## src/brcs_regs.svh

```systemverilog
// Constants for the board reset and configuration sequencer
`ifndef BRCS_REGS_SVH
`define BRCS_REGS_SVH

// Register offsets
`define BRCS_ADDR_CTRL      8'h00
`define BRCS_ADDR_STATUS    8'h04
`define BRCS_ADDR_CLKWORD   8'h08
`define BRCS_ADDR_RESET     8'h0c
`define BRCS_ADDR_SW_BASE   8'h20
`define BRCS_ADDR_EN_BASE   8'h40
`define BRCS_ADDR_AUX       8'h60
`define BRCS_ADDR_EEP_SW    8'h80
`define BRCS_ADDR_EEP_EN    8'ha0

// Control bits
`define BRCS_CTRL_SELFCHAR  0
`define BRCS_CTRL_RELOAD    1
`define BRCS_CTRL_GO        2
`define BRCS_CTRL_KEY       3
`define BRCS_CTRL_CONTINUE  4
`define BRCS_CTRL_EEPDONE   5

// Clock-select presets
`define BRCS_WORD_0         24'h270501
`define BRCS_WORD_1         24'h230984
`define BRCS_WORD_2         24'h230381
`define BRCS_WORD_3         24'h230983
`define BRCS_WORD_4         24'h230501
`define BRCS_WORD_5         24'h260381
`define BRCS_WORD_6         24'h210382
`define BRCS_WORD_7         24'h210201

// Timing
`define BRCS_CLK_HZ         40000000
`define BRCS_WAIT_S         20
`define BRCS_WAIT_CYCLES    (`BRCS_WAIT_S * `BRCS_CLK_HZ)
`define BRCS_SER_HALF       4'h3
`define BRCS_CFG_HOLD       8'h0f

`endif

```

## src/brcs_pkg.sv

```systemverilog
// Types for the board reset and configuration sequencer
package brcs_pkg;

    typedef enum logic [1:0] {
        BRCS_MODE_BYPASS = 2'h0,
        BRCS_MODE_UNUSED = 2'h1,
        BRCS_MODE_MEMORY = 2'h2,
        BRCS_MODE_INTER  = 2'h3
    } brcs_mode_type;

    typedef struct packed {
        logic        wr;
        logic        rd;
        logic [7:0]  addr;
        logic [31:0] wdata;
    } brcs_bus_type;

    typedef struct packed {
        logic full;
        logic keep_aux;
        logic keep_trst;
    } brcs_scope_type;

endpackage : brcs_pkg

```

## src/brcs_shifter.sv

```systemverilog
// Serial shifter for the 24-bit clock synthesizer control word
`timescale 1ns/100ps
`include "brcs_regs.svh"

module brcs_shifter (
    input  wire logic        clk,
    input  wire logic        rst,
    input  wire logic        start,
    input  wire logic [23:0] word,
    output logic             busy,
    output logic             done,
    output logic             sclk,
    output logic             sdata,
    output logic             strobe
);

    logic [23:0] shreg_q;
    logic [4:0]  bits_q;
    logic [3:0]  div_q;
    logic        phase_q;
    logic        latch_q;

    // MSB first; data changes while the clock is low
    always_ff @(posedge clk) begin
        if (rst) begin
            shreg_q <= 24'h000000;
            bits_q  <= 5'h00;
            div_q   <= 4'h0;
            phase_q <= 1'b0;
            busy    <= 1'b0;
            done    <= 1'b0;
            sclk    <= 1'b0;
            sdata   <= 1'b0;
            strobe  <= 1'b0;
            latch_q <= 1'b0;
        end else begin
            done   <= 1'b0;
            strobe <= 1'b0;
            if (latch_q) begin
                latch_q <= 1'b0;
                strobe  <= 1'b1;
                done    <= 1'b1;
                busy    <= 1'b0;
            end else if (!busy) begin
                if (start) begin
                    shreg_q <= word;
                    bits_q  <= 5'h18;
                    busy    <= 1'b1;
                    div_q   <= 4'h0;
                    phase_q <= 1'b0;
                    sdata   <= word[23];
                end
            end else if (div_q == `BRCS_SER_HALF) begin
                div_q   <= 4'h0;
                phase_q <= ~phase_q;
                sclk    <= ~phase_q;
                if (phase_q) begin
                    shreg_q <= {shreg_q[22:0], 1'b0};
                    sdata   <= shreg_q[22];
                    bits_q  <= bits_q - 5'h01;
                    if (bits_q == 5'h01) begin
                        latch_q <= 1'b1;
                    end
                end
            end else begin
                div_q <= div_q + 4'h1;
            end
        end
    end

endmodule : brcs_shifter

```

## src/brcs_top.sv

```systemverilog
// Board reset sequencer: reset scopes, synthesizer load and configuration pins
//
// Summary of operation
// Every reset or power-up shifts a 24-bit word into the clock synthesizer.
// The synthesizer word is preset from three switches sampled at reset.
// Codes 000..011 preset 0x270501, 0x230984, 0x230381, 0x230983.
// Codes 100..111 preset 0x230501, 0x260381, 0x210382, 0x210201.
// Word is sent at startup and again on microsequencer reload command.
// Software may overwrite the synthesizer word for the next restart.
// Wait for resets to clear, configure, release processor, then idle.
// Standby power good low restarts all state and registers.
// Main supply good low causes full reset, except in S3 state.
// Debug probe request resets but never asserts test-logic reset.
// Processor, microcontroller and reset-register requests cause full reset.
// Self-characterization restart is full reset keeping auxiliary registers.
// Watchdog expiry does a full restart applying pending override changes.
// By default switches drive configuration pins during hard reset.
// Software may write switch value and enable override registers.
// Overrides may be loaded from the external EEPROM at reset.
// Mode switch: 00 bypass, 01 unused, 10 memory, 11 interactive.
// Bypass uses switches only; microcontroller held, no monitoring or voltage.
// Memory mode keeps overrides while self-char flag set, else loads EEPROM.
// Enabled override bits replace switch bits on configuration lines.
// Interactive mode waits up to 20 s for input, then memory mode.
// Processor stays in reset until word shifted and pins final.
`timescale 1ns/100ps
`include "brcs_regs.svh"

module brcs_top #(
    parameter logic [31:0] WAIT_CYCLES = `BRCS_WAIT_CYCLES
) (
    input  wire logic        CLK_SYS,
    input  wire logic        RST,
    input  wire logic        STANDBY_POWER_GOOD_N,
    input  wire logic        MAIN_SUPPLY_GOOD,
    input  wire logic        SLEEP_S3,
    input  wire logic        DEBUG_PROBE_RESET_REQ_N,
    input  wire logic        CPU_RESET_REQ_N,
    input  wire logic        MGMT_RESET_REQ_N,
    input  wire logic        WATCHDOG_EXPIRED,
    input  wire logic [2:0]  CLOCK_SELECT_SW,
    input  wire logic [1:0]  CONFIG_MODE_SWITCH,
    input  wire logic [63:0] CONFIG_SWITCHES,
    input  wire logic [7:0]  REG_ADDR,
    input  wire logic [31:0] REG_WDATA,
    input  wire logic        REG_WR,
    input  wire logic        REG_RD,
    output logic [31:0]      REG_RDATA,
    output logic             HARD_RESET_N,
    output logic             TEST_RESET_N,
    output logic [63:0]      CONFIG_PINS,
    output logic             MGMT_MCU_RESET,
    output logic             MONITOR_ENABLE,
    output logic             SYNTH_SCLK,
    output logic             SYNTH_SDATA,
    output logic             SYNTH_STROBE
);

    // ------------------------
    // Input synchronisers
    // ------------------------
    localparam int NSYNC = 10;
    logic [NSYNC-1:0] raw_in, meta_q, sync_q;
    logic [63:0]      sw_meta_q, sw_sync_q;
    logic [1:0]       mode_meta_q, mode_sync_q;

    assign raw_in = {STANDBY_POWER_GOOD_N, MAIN_SUPPLY_GOOD, SLEEP_S3, DEBUG_PROBE_RESET_REQ_N,
                     CPU_RESET_REQ_N, MGMT_RESET_REQ_N, WATCHDOG_EXPIRED, CLOCK_SELECT_SW[2:0]};

    always_ff @(posedge CLK_SYS) begin
        meta_q    <= raw_in;
        sync_q    <= meta_q;
        sw_meta_q <= CONFIG_SWITCHES;
        sw_sync_q <= sw_meta_q;
        mode_meta_q <= CONFIG_MODE_SWITCH;
        mode_sync_q <= mode_meta_q;
    end

    logic standby_good, main_good, in_s3, probe_req, cpu_req, mgmt_req, wdt_req;
    logic [2:0] clk_sel;
    assign standby_good = sync_q[9];
    assign main_good    = sync_q[8];
    assign in_s3        = sync_q[7];
    assign probe_req    = ~sync_q[6];
    assign cpu_req      = ~sync_q[5];
    assign mgmt_req     = ~sync_q[4];
    assign wdt_req      = sync_q[3];
    assign clk_sel      = sync_q[2:0];

    brcs_pkg::brcs_mode_type mode;
    assign mode = brcs_pkg::brcs_mode_type'(mode_sync_q);

    // Whole-block reset: the pin reset or loss of standby power
    logic rst_all;
    assign rst_all = RST | ~standby_good;

    // ------------------------
    // Preset lookup
    // ------------------------
    function automatic logic [23:0] preset_word(input logic [2:0] sel);
        logic [23:0] w;
        w = `BRCS_WORD_0;
        unique case (sel)
            3'h0: w = `BRCS_WORD_0;
            3'h1: w = `BRCS_WORD_1;
            3'h2: w = `BRCS_WORD_2;
            3'h3: w = `BRCS_WORD_3;
            3'h4: w = `BRCS_WORD_4;
            3'h5: w = `BRCS_WORD_5;
            3'h6: w = `BRCS_WORD_6;
            3'h7: w = `BRCS_WORD_7;
        endcase
        return w;
    endfunction : preset_word

    // ------------------------
    // Register port
    // ------------------------
    brcs_pkg::brcs_bus_type bus;
    assign bus = '{wr: REG_WR, rd: REG_RD, addr: REG_ADDR, wdata: REG_WDATA};

    logic wr_ctrl, wr_clk, wr_rst, wr_aux, wr_sw, wr_en, wr_esw, wr_een;
    assign wr_ctrl = bus.wr && bus.addr == `BRCS_ADDR_CTRL;
    assign wr_clk  = bus.wr && bus.addr == `BRCS_ADDR_CLKWORD;
    assign wr_rst  = bus.wr && bus.addr == `BRCS_ADDR_RESET;
    assign wr_aux  = bus.wr && bus.addr == `BRCS_ADDR_AUX;
    assign wr_sw   = bus.wr && bus.addr[7:5] == `BRCS_ADDR_SW_BASE >> 5 && bus.addr[1:0] == 2'h0;
    assign wr_en   = bus.wr && bus.addr[7:5] == `BRCS_ADDR_EN_BASE >> 5 && bus.addr[1:0] == 2'h0;
    assign wr_esw  = bus.wr && bus.addr[7:5] == `BRCS_ADDR_EEP_SW >> 5 && bus.addr[1:0] == 2'h0;
    assign wr_een  = bus.wr && bus.addr[7:5] == `BRCS_ADDR_EEP_EN >> 5 && bus.addr[1:0] == 2'h0;

    logic [7:0]  sw_q [8], en_q [8], esw_q [8], een_q [8];
    logic [31:0] aux_q;
    logic [23:0] clkword_q;
    logic        clk_custom_q, selfchar_q, eep_valid_q;

    // ------------------------
    // Sequencer
    // ------------------------
    typedef enum logic [2:0] {
        S_WAIT_CLEAR, S_LOAD, S_HOLD_KEY, S_SHIFT, S_DRIVE, S_RUN
    } brcs_state_type;
    brcs_state_type state_q;

    brcs_pkg::brcs_scope_type scope;
    logic reload_cmd, mem_load, shift_start, shift_busy, shift_done;
    logic [31:0] wait_q;
    logic [7:0]  hold_q;
    logic        key_q, first_q;

    // Full-reset sources; only the probe request spares test reset
    always_comb begin
        scope.full      = (main_good == 1'b0 && !in_s3) || probe_req || cpu_req || mgmt_req
                          || wr_rst || wdt_req || (wr_ctrl && bus.wdata[`BRCS_CTRL_GO]);
        scope.keep_aux  = wr_ctrl && bus.wdata[`BRCS_CTRL_GO];
        scope.keep_trst = probe_req && !(cpu_req || mgmt_req || wr_rst || wdt_req);
    end

    assign reload_cmd = wr_ctrl && bus.wdata[`BRCS_CTRL_RELOAD];
    assign mem_load   = mode != brcs_pkg::BRCS_MODE_BYPASS && mode != brcs_pkg::BRCS_MODE_UNUSED
                        && !selfchar_q && eep_valid_q;
    assign shift_start = state_q == S_SHIFT && !shift_busy && !shift_done;

    always_ff @(posedge CLK_SYS) begin
        if (rst_all) begin
            state_q <= S_WAIT_CLEAR;
            wait_q  <= 32'h00000000;
            hold_q  <= 8'h00;
            key_q   <= 1'b0;
            first_q <= 1'b1;
        end else begin
            if (wr_ctrl && bus.wdata[`BRCS_CTRL_KEY]) begin
                key_q <= 1'b1;
            end
            unique case (state_q)
                S_WAIT_CLEAR: begin
                    if (!scope.full && main_good) begin
                        state_q <= S_LOAD;
                    end
                end
                S_LOAD: begin
                    wait_q  <= 32'h00000000;
                    state_q <= (mode == brcs_pkg::BRCS_MODE_INTER && first_q) ? S_HOLD_KEY : S_SHIFT;
                end
                S_HOLD_KEY: begin
                    // Pause for console; a key holds until software continues
                    wait_q <= wait_q + 32'h00000001;
                    if ((!key_q && wait_q >= WAIT_CYCLES)
                        || (wr_ctrl && bus.wdata[`BRCS_CTRL_CONTINUE])) begin
                        state_q <= S_SHIFT;
                    end
                end
                S_SHIFT: begin
                    if (shift_done) begin
                        hold_q  <= 8'h00;
                        state_q <= S_DRIVE;
                    end
                end
                S_DRIVE: begin
                    hold_q <= hold_q + 8'h01;
                    if (hold_q == `BRCS_CFG_HOLD) begin
                        state_q <= S_RUN;
                        first_q <= 1'b0;
                    end
                end
                S_RUN: begin
                    if (reload_cmd) begin
                        state_q <= S_SHIFT;
                    end
                end
            endcase
            if (scope.full) begin
                state_q <= S_WAIT_CLEAR;
            end
        end
    end

    // ------------------------
    // Synthesizer word
    // ------------------------
    always_ff @(posedge CLK_SYS) begin
        if (rst_all) begin
            clkword_q    <= `BRCS_WORD_0;
            clk_custom_q <= 1'b0;
        end else if (wr_clk) begin
            clkword_q    <= bus.wdata[23:0];
            clk_custom_q <= 1'b1;
        end else if (state_q == S_WAIT_CLEAR && !clk_custom_q) begin
            clkword_q <= preset_word(clk_sel);
        end
    end

    brcs_shifter u_shifter (
        .clk    (CLK_SYS),
        .rst    (rst_all),
        .start  (shift_start),
        .word   (clkword_q),
        .busy   (shift_busy),
        .done   (shift_done),
        .sclk   (SYNTH_SCLK),
        .sdata  (SYNTH_SDATA),
        .strobe (SYNTH_STROBE)
    );

    // ------------------------
    // Override registers
    // ------------------------
    always_ff @(posedge CLK_SYS) begin
        if (rst_all) begin
            selfchar_q  <= 1'b0;
            eep_valid_q <= 1'b0;
            aux_q       <= 32'h00000000;
        end else begin
            if (wr_ctrl) begin
                selfchar_q  <= bus.wdata[`BRCS_CTRL_SELFCHAR];
                eep_valid_q <= bus.wdata[`BRCS_CTRL_EEPDONE];
            end
            if (wr_aux) begin
                aux_q <= bus.wdata;
            end else if (scope.full && !scope.keep_aux) begin
                aux_q <= 32'h00000000;
            end
        end
    end

    genvar gi;
    generate
        for (gi = 0; gi < 8; gi++) begin : g_ovr
            always_ff @(posedge CLK_SYS) begin
                if (rst_all) begin
                    sw_q[gi]  <= 8'h00;
                    en_q[gi]  <= 8'h00;
                    esw_q[gi] <= 8'h00;
                    een_q[gi] <= 8'h00;
                end else begin
                    if (wr_esw && bus.addr[4:2] == 3'(gi)) begin
                        esw_q[gi] <= bus.wdata[7:0];
                    end
                    if (wr_een && bus.addr[4:2] == 3'(gi)) begin
                        een_q[gi] <= bus.wdata[7:0];
                    end
                    if (state_q == S_LOAD && mem_load) begin
                        sw_q[gi] <= esw_q[gi];
                        en_q[gi] <= een_q[gi];
                    end else begin
                        if (wr_sw && bus.addr[4:2] == 3'(gi)) begin
                            sw_q[gi] <= bus.wdata[7:0];
                        end
                        if (wr_en && bus.addr[4:2] == 3'(gi)) begin
                            en_q[gi] <= bus.wdata[7:0];
                        end
                    end
                end
            end
        end
    endgenerate

    // ------------------------
    // Processor pins
    // ------------------------
    logic [63:0] mux_cfg;
    generate
        for (gi = 0; gi < 8; gi++) begin : g_mux
            // Bypass ignores the overrides entirely
            assign mux_cfg[gi*8 +: 8] = (mode == brcs_pkg::BRCS_MODE_BYPASS) ? sw_sync_q[gi*8 +: 8]
                : (en_q[gi] & sw_q[gi]) | (~en_q[gi] & sw_sync_q[gi*8 +: 8]);
        end
    endgenerate

    always_ff @(posedge CLK_SYS) begin
        if (rst_all) begin
            HARD_RESET_N   <= 1'b0;
            TEST_RESET_N   <= 1'b0;
            CONFIG_PINS    <= 64'h0000000000000000;
            MGMT_MCU_RESET <= 1'b1;
            MONITOR_ENABLE <= 1'b0;
        end else begin
            HARD_RESET_N <= state_q == S_RUN && !scope.full;
            if (scope.full && !scope.keep_trst) begin
                TEST_RESET_N <= 1'b0;
            end else if (state_q == S_RUN) begin
                TEST_RESET_N <= 1'b1;
            end
            if (state_q != S_RUN) begin
                CONFIG_PINS <= mux_cfg;
            end
            MGMT_MCU_RESET <= mode == brcs_pkg::BRCS_MODE_BYPASS;
            MONITOR_ENABLE <= mode != brcs_pkg::BRCS_MODE_BYPASS;
        end
    end

    // ------------------------
    // Read path
    // ------------------------
    always_ff @(posedge CLK_SYS) begin
        if (rst_all) begin
            REG_RDATA <= 32'h00000000;
        end else begin
            REG_RDATA <= 32'h00000000;
            if (bus.rd) begin
                if (bus.addr == `BRCS_ADDR_CTRL) begin
                    REG_RDATA <= {24'h000000, 2'h0, eep_valid_q, 1'b0, key_q, 2'h0, selfchar_q};
                end else if (bus.addr == `BRCS_ADDR_STATUS) begin
                    REG_RDATA <= {16'h0000, 3'h0, clk_sel, mode_sync_q, 5'h00, state_q};
                end else if (bus.addr == `BRCS_ADDR_CLKWORD) begin
                    REG_RDATA <= {8'h00, clkword_q};
                end else if (bus.addr == `BRCS_ADDR_AUX) begin
                    REG_RDATA <= aux_q;
                end else if (bus.addr[7:5] == `BRCS_ADDR_SW_BASE >> 5) begin
                    REG_RDATA <= {24'h000000, sw_q[bus.addr[4:2]]};
                end else if (bus.addr[7:5] == `BRCS_ADDR_EN_BASE >> 5) begin
                    REG_RDATA <= {24'h000000, en_q[bus.addr[4:2]]};
                end
            end
        end
    end

endmodule : brcs_top
```

## config.mk

```make
export PLATFORM = sky130hd
export DESIGN_NAME = brcs_top
export DESIGN_NICKNAME = d
export VERILOG_FILES = /design/src/brcs_pkg.sv /design/src/brcs_shifter.sv /design/src/brcs_top.sv
export VERILOG_INCLUDE_DIRS = /design/src
export SDC_FILE = /design/constraint.sdc
export NUM_CORES = 1
export LEC_CHECK = 0
export BUFFER_PORTS_ARGS = -buffer_cell sky130_fd_sc_hd__clkbuf_2
export CORE_ASPECT_RATIO = 1.75
export CORE_MARGIN = 4
export CORE_UTILIZATION = 40
export CTS_BUF_LIST = sky130_fd_sc_hd__clkbuf_8
export DETAILED_ROUTE_END_ITERATION = 8
export PLACE_DENSITY_LB_ADDON = 0.08
export SLEW_MARGIN = 40
export SYNTH_ARGS = -nofsm -noshare
export SYNTH_HDL_FRONTEND = slang
export SYNTH_SLANG_ARGS = --single-unit
```

## constraint.sdc

```tcl
create_clock -name CLK_SYS -period 2.6 [get_ports CLK_SYS]
set_input_delay 0.39 -clock CLK_SYS [delete_from_list [all_inputs] [get_ports CLK_SYS]]
set_output_delay 0.39 -clock CLK_SYS [all_outputs]
set_load 0.005 [all_outputs]
```

==> impl_results.md <==
- Outcome: finished, final reports clean
- H-tree level count: 3
- P per Cell Area: slightly below 700 nW/µm²
- Die ar.: between 60000 and 70000 µm²
- Crit path capture type: flip-flop
- Rows: 121
- Worst reg2reg path depth: 6
- Detailed placement HPWL: just under 60 mm
- Synthesized area: around 25000 µm²
- Die H: 340 µm
- DR vias/cell: 5.46
- Root buffer selected by CTS: clkbuf_8
- Gr ovfl total: 0
- Largest net degree at the start of global routing: 95
- Seq/Total Area, Yosys: a little over three fifths
- Period utilization: 90.9%
- DR iter-0 viols: 1141
- Flop-to-flop setup slack: 0.24 ns
- Vias: 18738
- Worst slew margin: a little under half
- Dominant cell type by area after synthesis: dfxtp_1
- Slowest-stage cell, CP: dfxtp_1
- Clock Sinks: roughly 660
- Vias in the first global route: ~19000
- Worst Skew: 0.0308 ns
- Max Clk Rate: around 420 MHz
- Yosys warnings: 0
- WL final: about 80 mm
- Hold EP: REG_RDATA[5]
- Mean routed wirelength per cell: around 23 µm
- Worst setup SP type: flip-flop
- DRC errors left: 0
- Crit path largest cell delay: 0.47 ns
- Core area: around 62000 µm²
- Synth top cells by count: 405 x dfxtp_1, 256 x edfxtp_1, 217 x nand2_1
- Clock Latency Late Sink: just over 0.7 ns
- Total Power: roughly 21 mW
- Top-level port count: 223
- Fin nets: 2684
- Total clock buffers created by CTS: 98
- GRT Total Usage: around a quarter
- Cells after Synth: 2173
- Ys async rst share: 0%
- Area Growth Syn to Fin: 21.8%
- Horiz. Die Dim: ~200 µm
- Maximum VDD drop: roughly 0.00051 V
- Maxcap violations: 0
- Leakage: between 10 and 15 nW
- Worst reg2reg endpoint: sw_q[7][5]
- EDFF count, synth: about 260
- IO buf count: about 220
- Crit path DAT: between 2 and 3 ns
- Min cycle time layout: about 2.4 ns
- First-pass GRT wire length: approximately 120 mm
- Worst Path Required: between 3 and 4 ns
- Synth Register Bits: approximately 660
- Bufs on Longest Clock Path: 3
- RSZ-0062 raised after global routing: no
- 1st-pass router iterations: 6
- Worst-margin pin slew: between 0.7 and 0.8 ns
- Reg2reg start: state_q[0]
- Uppermost routed layer: met4
- Final Hold Viols: 0
- Antenna violations before repair: 1
- Final core occ: approximately half
- Yosys top cell area share: approximately a third
- Setup TNS: 0 ns
- Max-slew violations: 0
- Max FO, Critical Path: 9
- WL met3: around 4.3 mm
- Yosys cell types: between 70 and 80
- Final setup viols: 0
- CTS tree: done
- Share of layout cells above drive strength 1: a little over a fifth
- Top FF cell, synth: dfxtp_1
- Met1 wire length: between 30 and 40 mm
- Mean post-synth cell area: approximately 12 µm²
- Worst path cell trace: or3b_1 -> o31a_1 -> nand4_2 -> buf_4 -> nor2_1 -> a22o_1
- WHS Path Cells: 4
- GP Congestion: between 0.8 and 0.9
- HP Start: REG_RD
- Post-synth net total: ~2300
- Starting Density: approximately two fifths
- Largest cells by area after synthesis: dfxtp_1 32%, edfxtp_1 30%, a22o_1 6.0%, and2_1 3.4%, nand2_1 3.2%
- Post-CTS setup buffers: 0
- Most frequent cell after synthesis: dfxtp_1
- Area of placed instances: between 20000 and 30000 µm²
- Antenna-violating nets left: 0
- Clock slew at reported path FFs: around 0.070 ns
- Final Cell Area: ~31000 µm²
- Met2 WL post-DR: roughly 42 mm
- Hold Crit Class: in2reg
- Crit Path Class: reg2reg
## cell families after synthesis
kind of cell | Yosys count | share of synthesized area (%)
AND/OR/NAND/NOR | 779 | 15.3
AO/OA/AOI/OAI | 464 | 13.9
flip-flops | 661 | 62.7
multiplexers | 78 | 4.63
buffers and inverters | 178 | 2.89
adder cells (fa/ha/maj) | 13 | 0.645
## final cells by class
class	count	area, µm²
inverter	19	71.3
sequential	661	15800
tap	799	1000
fill	5720	31700
antenna	2	5.00
clock inverter	57	290
timing repair buffer	437	3140
clock buffer	121	1670
multi-input combinational	1334	8730
## metal layers
metal  vias up  track usage [%]
li1       8764                -
met1      9198             27.0
met2       609             41.9
met3       167             3.89
met4         0             10.5
met5         -                0
## timing repair
| item | in CTS | in global routing |
|---|---|---|
| hold endpoints to repair | 116 | 0 |
| resized for setup | 0 | 0 |
| hold buffers | 100 | 0 |
## power breakdown
group	total, mW	internal [mW]	switching (mW)
Combinational	1.07	0.444	0.621
Sequential	11.4	11.1	0.298
Clock	8.32	4.31	4.01
## how the worst max path moves through the flow
stage	slack, ns	start	cells past startpoint	endpoint
floorplan	0.21	REG_ADDR[5]	5	en_q[6][0]
global placement	0.08	REG_ADDR[1]	7	REG_RDATA[17]
detailed placement	0.03	REG_ADDR[1]	7	REG_RDATA[14]
CTS	0.26	sync_q[9]	6	sw_q[7][5]
global route	0.15	sync_q[9]	7	REG_RDATA[7]
finish	0.24	state_q[0]	6	sw_q[7][5]
## stage by stage
step                      hold WS (ns)  cells  setup WS, ns
after floorplan                  0.310   2173         0.214
after global placement           0.312   3150        0.0751
after detailed placement         0.312   3150        0.0325
after CTS                       0.0908   3428         0.263
after global routing             0.138   3429         0.150
final                            0.171   3430         0.237
## critical path: cells and delay by family (launching register included)
| family | cells | cell delay, ns |
|---|---|---|
| and+or+nand+nor | 3 | 0.77 |
| buffers and inverters | 1 | 0.19 |
| DFF | 1 | 0.47 |
| AOI/OAI and AO/OA | 2 | 0.66 |
## sequential cells by signal, summed over array words and instances, names as in the netlist, 3 cells and up, named ones only
| register | cells |
|---|---|
| een_q | 64 |
| u_shifter.shreg_q | 23 |
| wait_q | 32 |
| sw_meta_q | 64 |
| aux_q | 32 |
| state_q | 3 |
| esw_q | 64 |
| clkword_q | 24 |
| CONFIG_PINS | 64 |
| sw_q | 64 |
| u_shifter.bits_q | 5 |
| REG_RDATA | 32 |
| en_q | 64 |
| hold_q | 8 |
| u_shifter.div_q | 4 |
| meta_q | 10 |
| sync_q | 10 |
| sw_sync_q | 64 |
## layout by cell type, fill, tap and decap left out, types with 17 or more instances in the layout
cell type	count
a211oi_1	27
a21oi_1	63
a22o_1	174
a311oi_1	75
and2_1	139
and3_1	20
buf_4	101
clkbuf_2	222
clkbuf_8	121
dfxtp_1	404
dlygate4sd3_1	100
edfxtp_1	256
inv_1	52
mux2_2	19
mux2i_1	30
mux4_2	29
nand2_1	217
nand3_1	100
nor2_1	190
nor3_1	17
o21ai_0	65
Power figures use the tool's default switching activity.
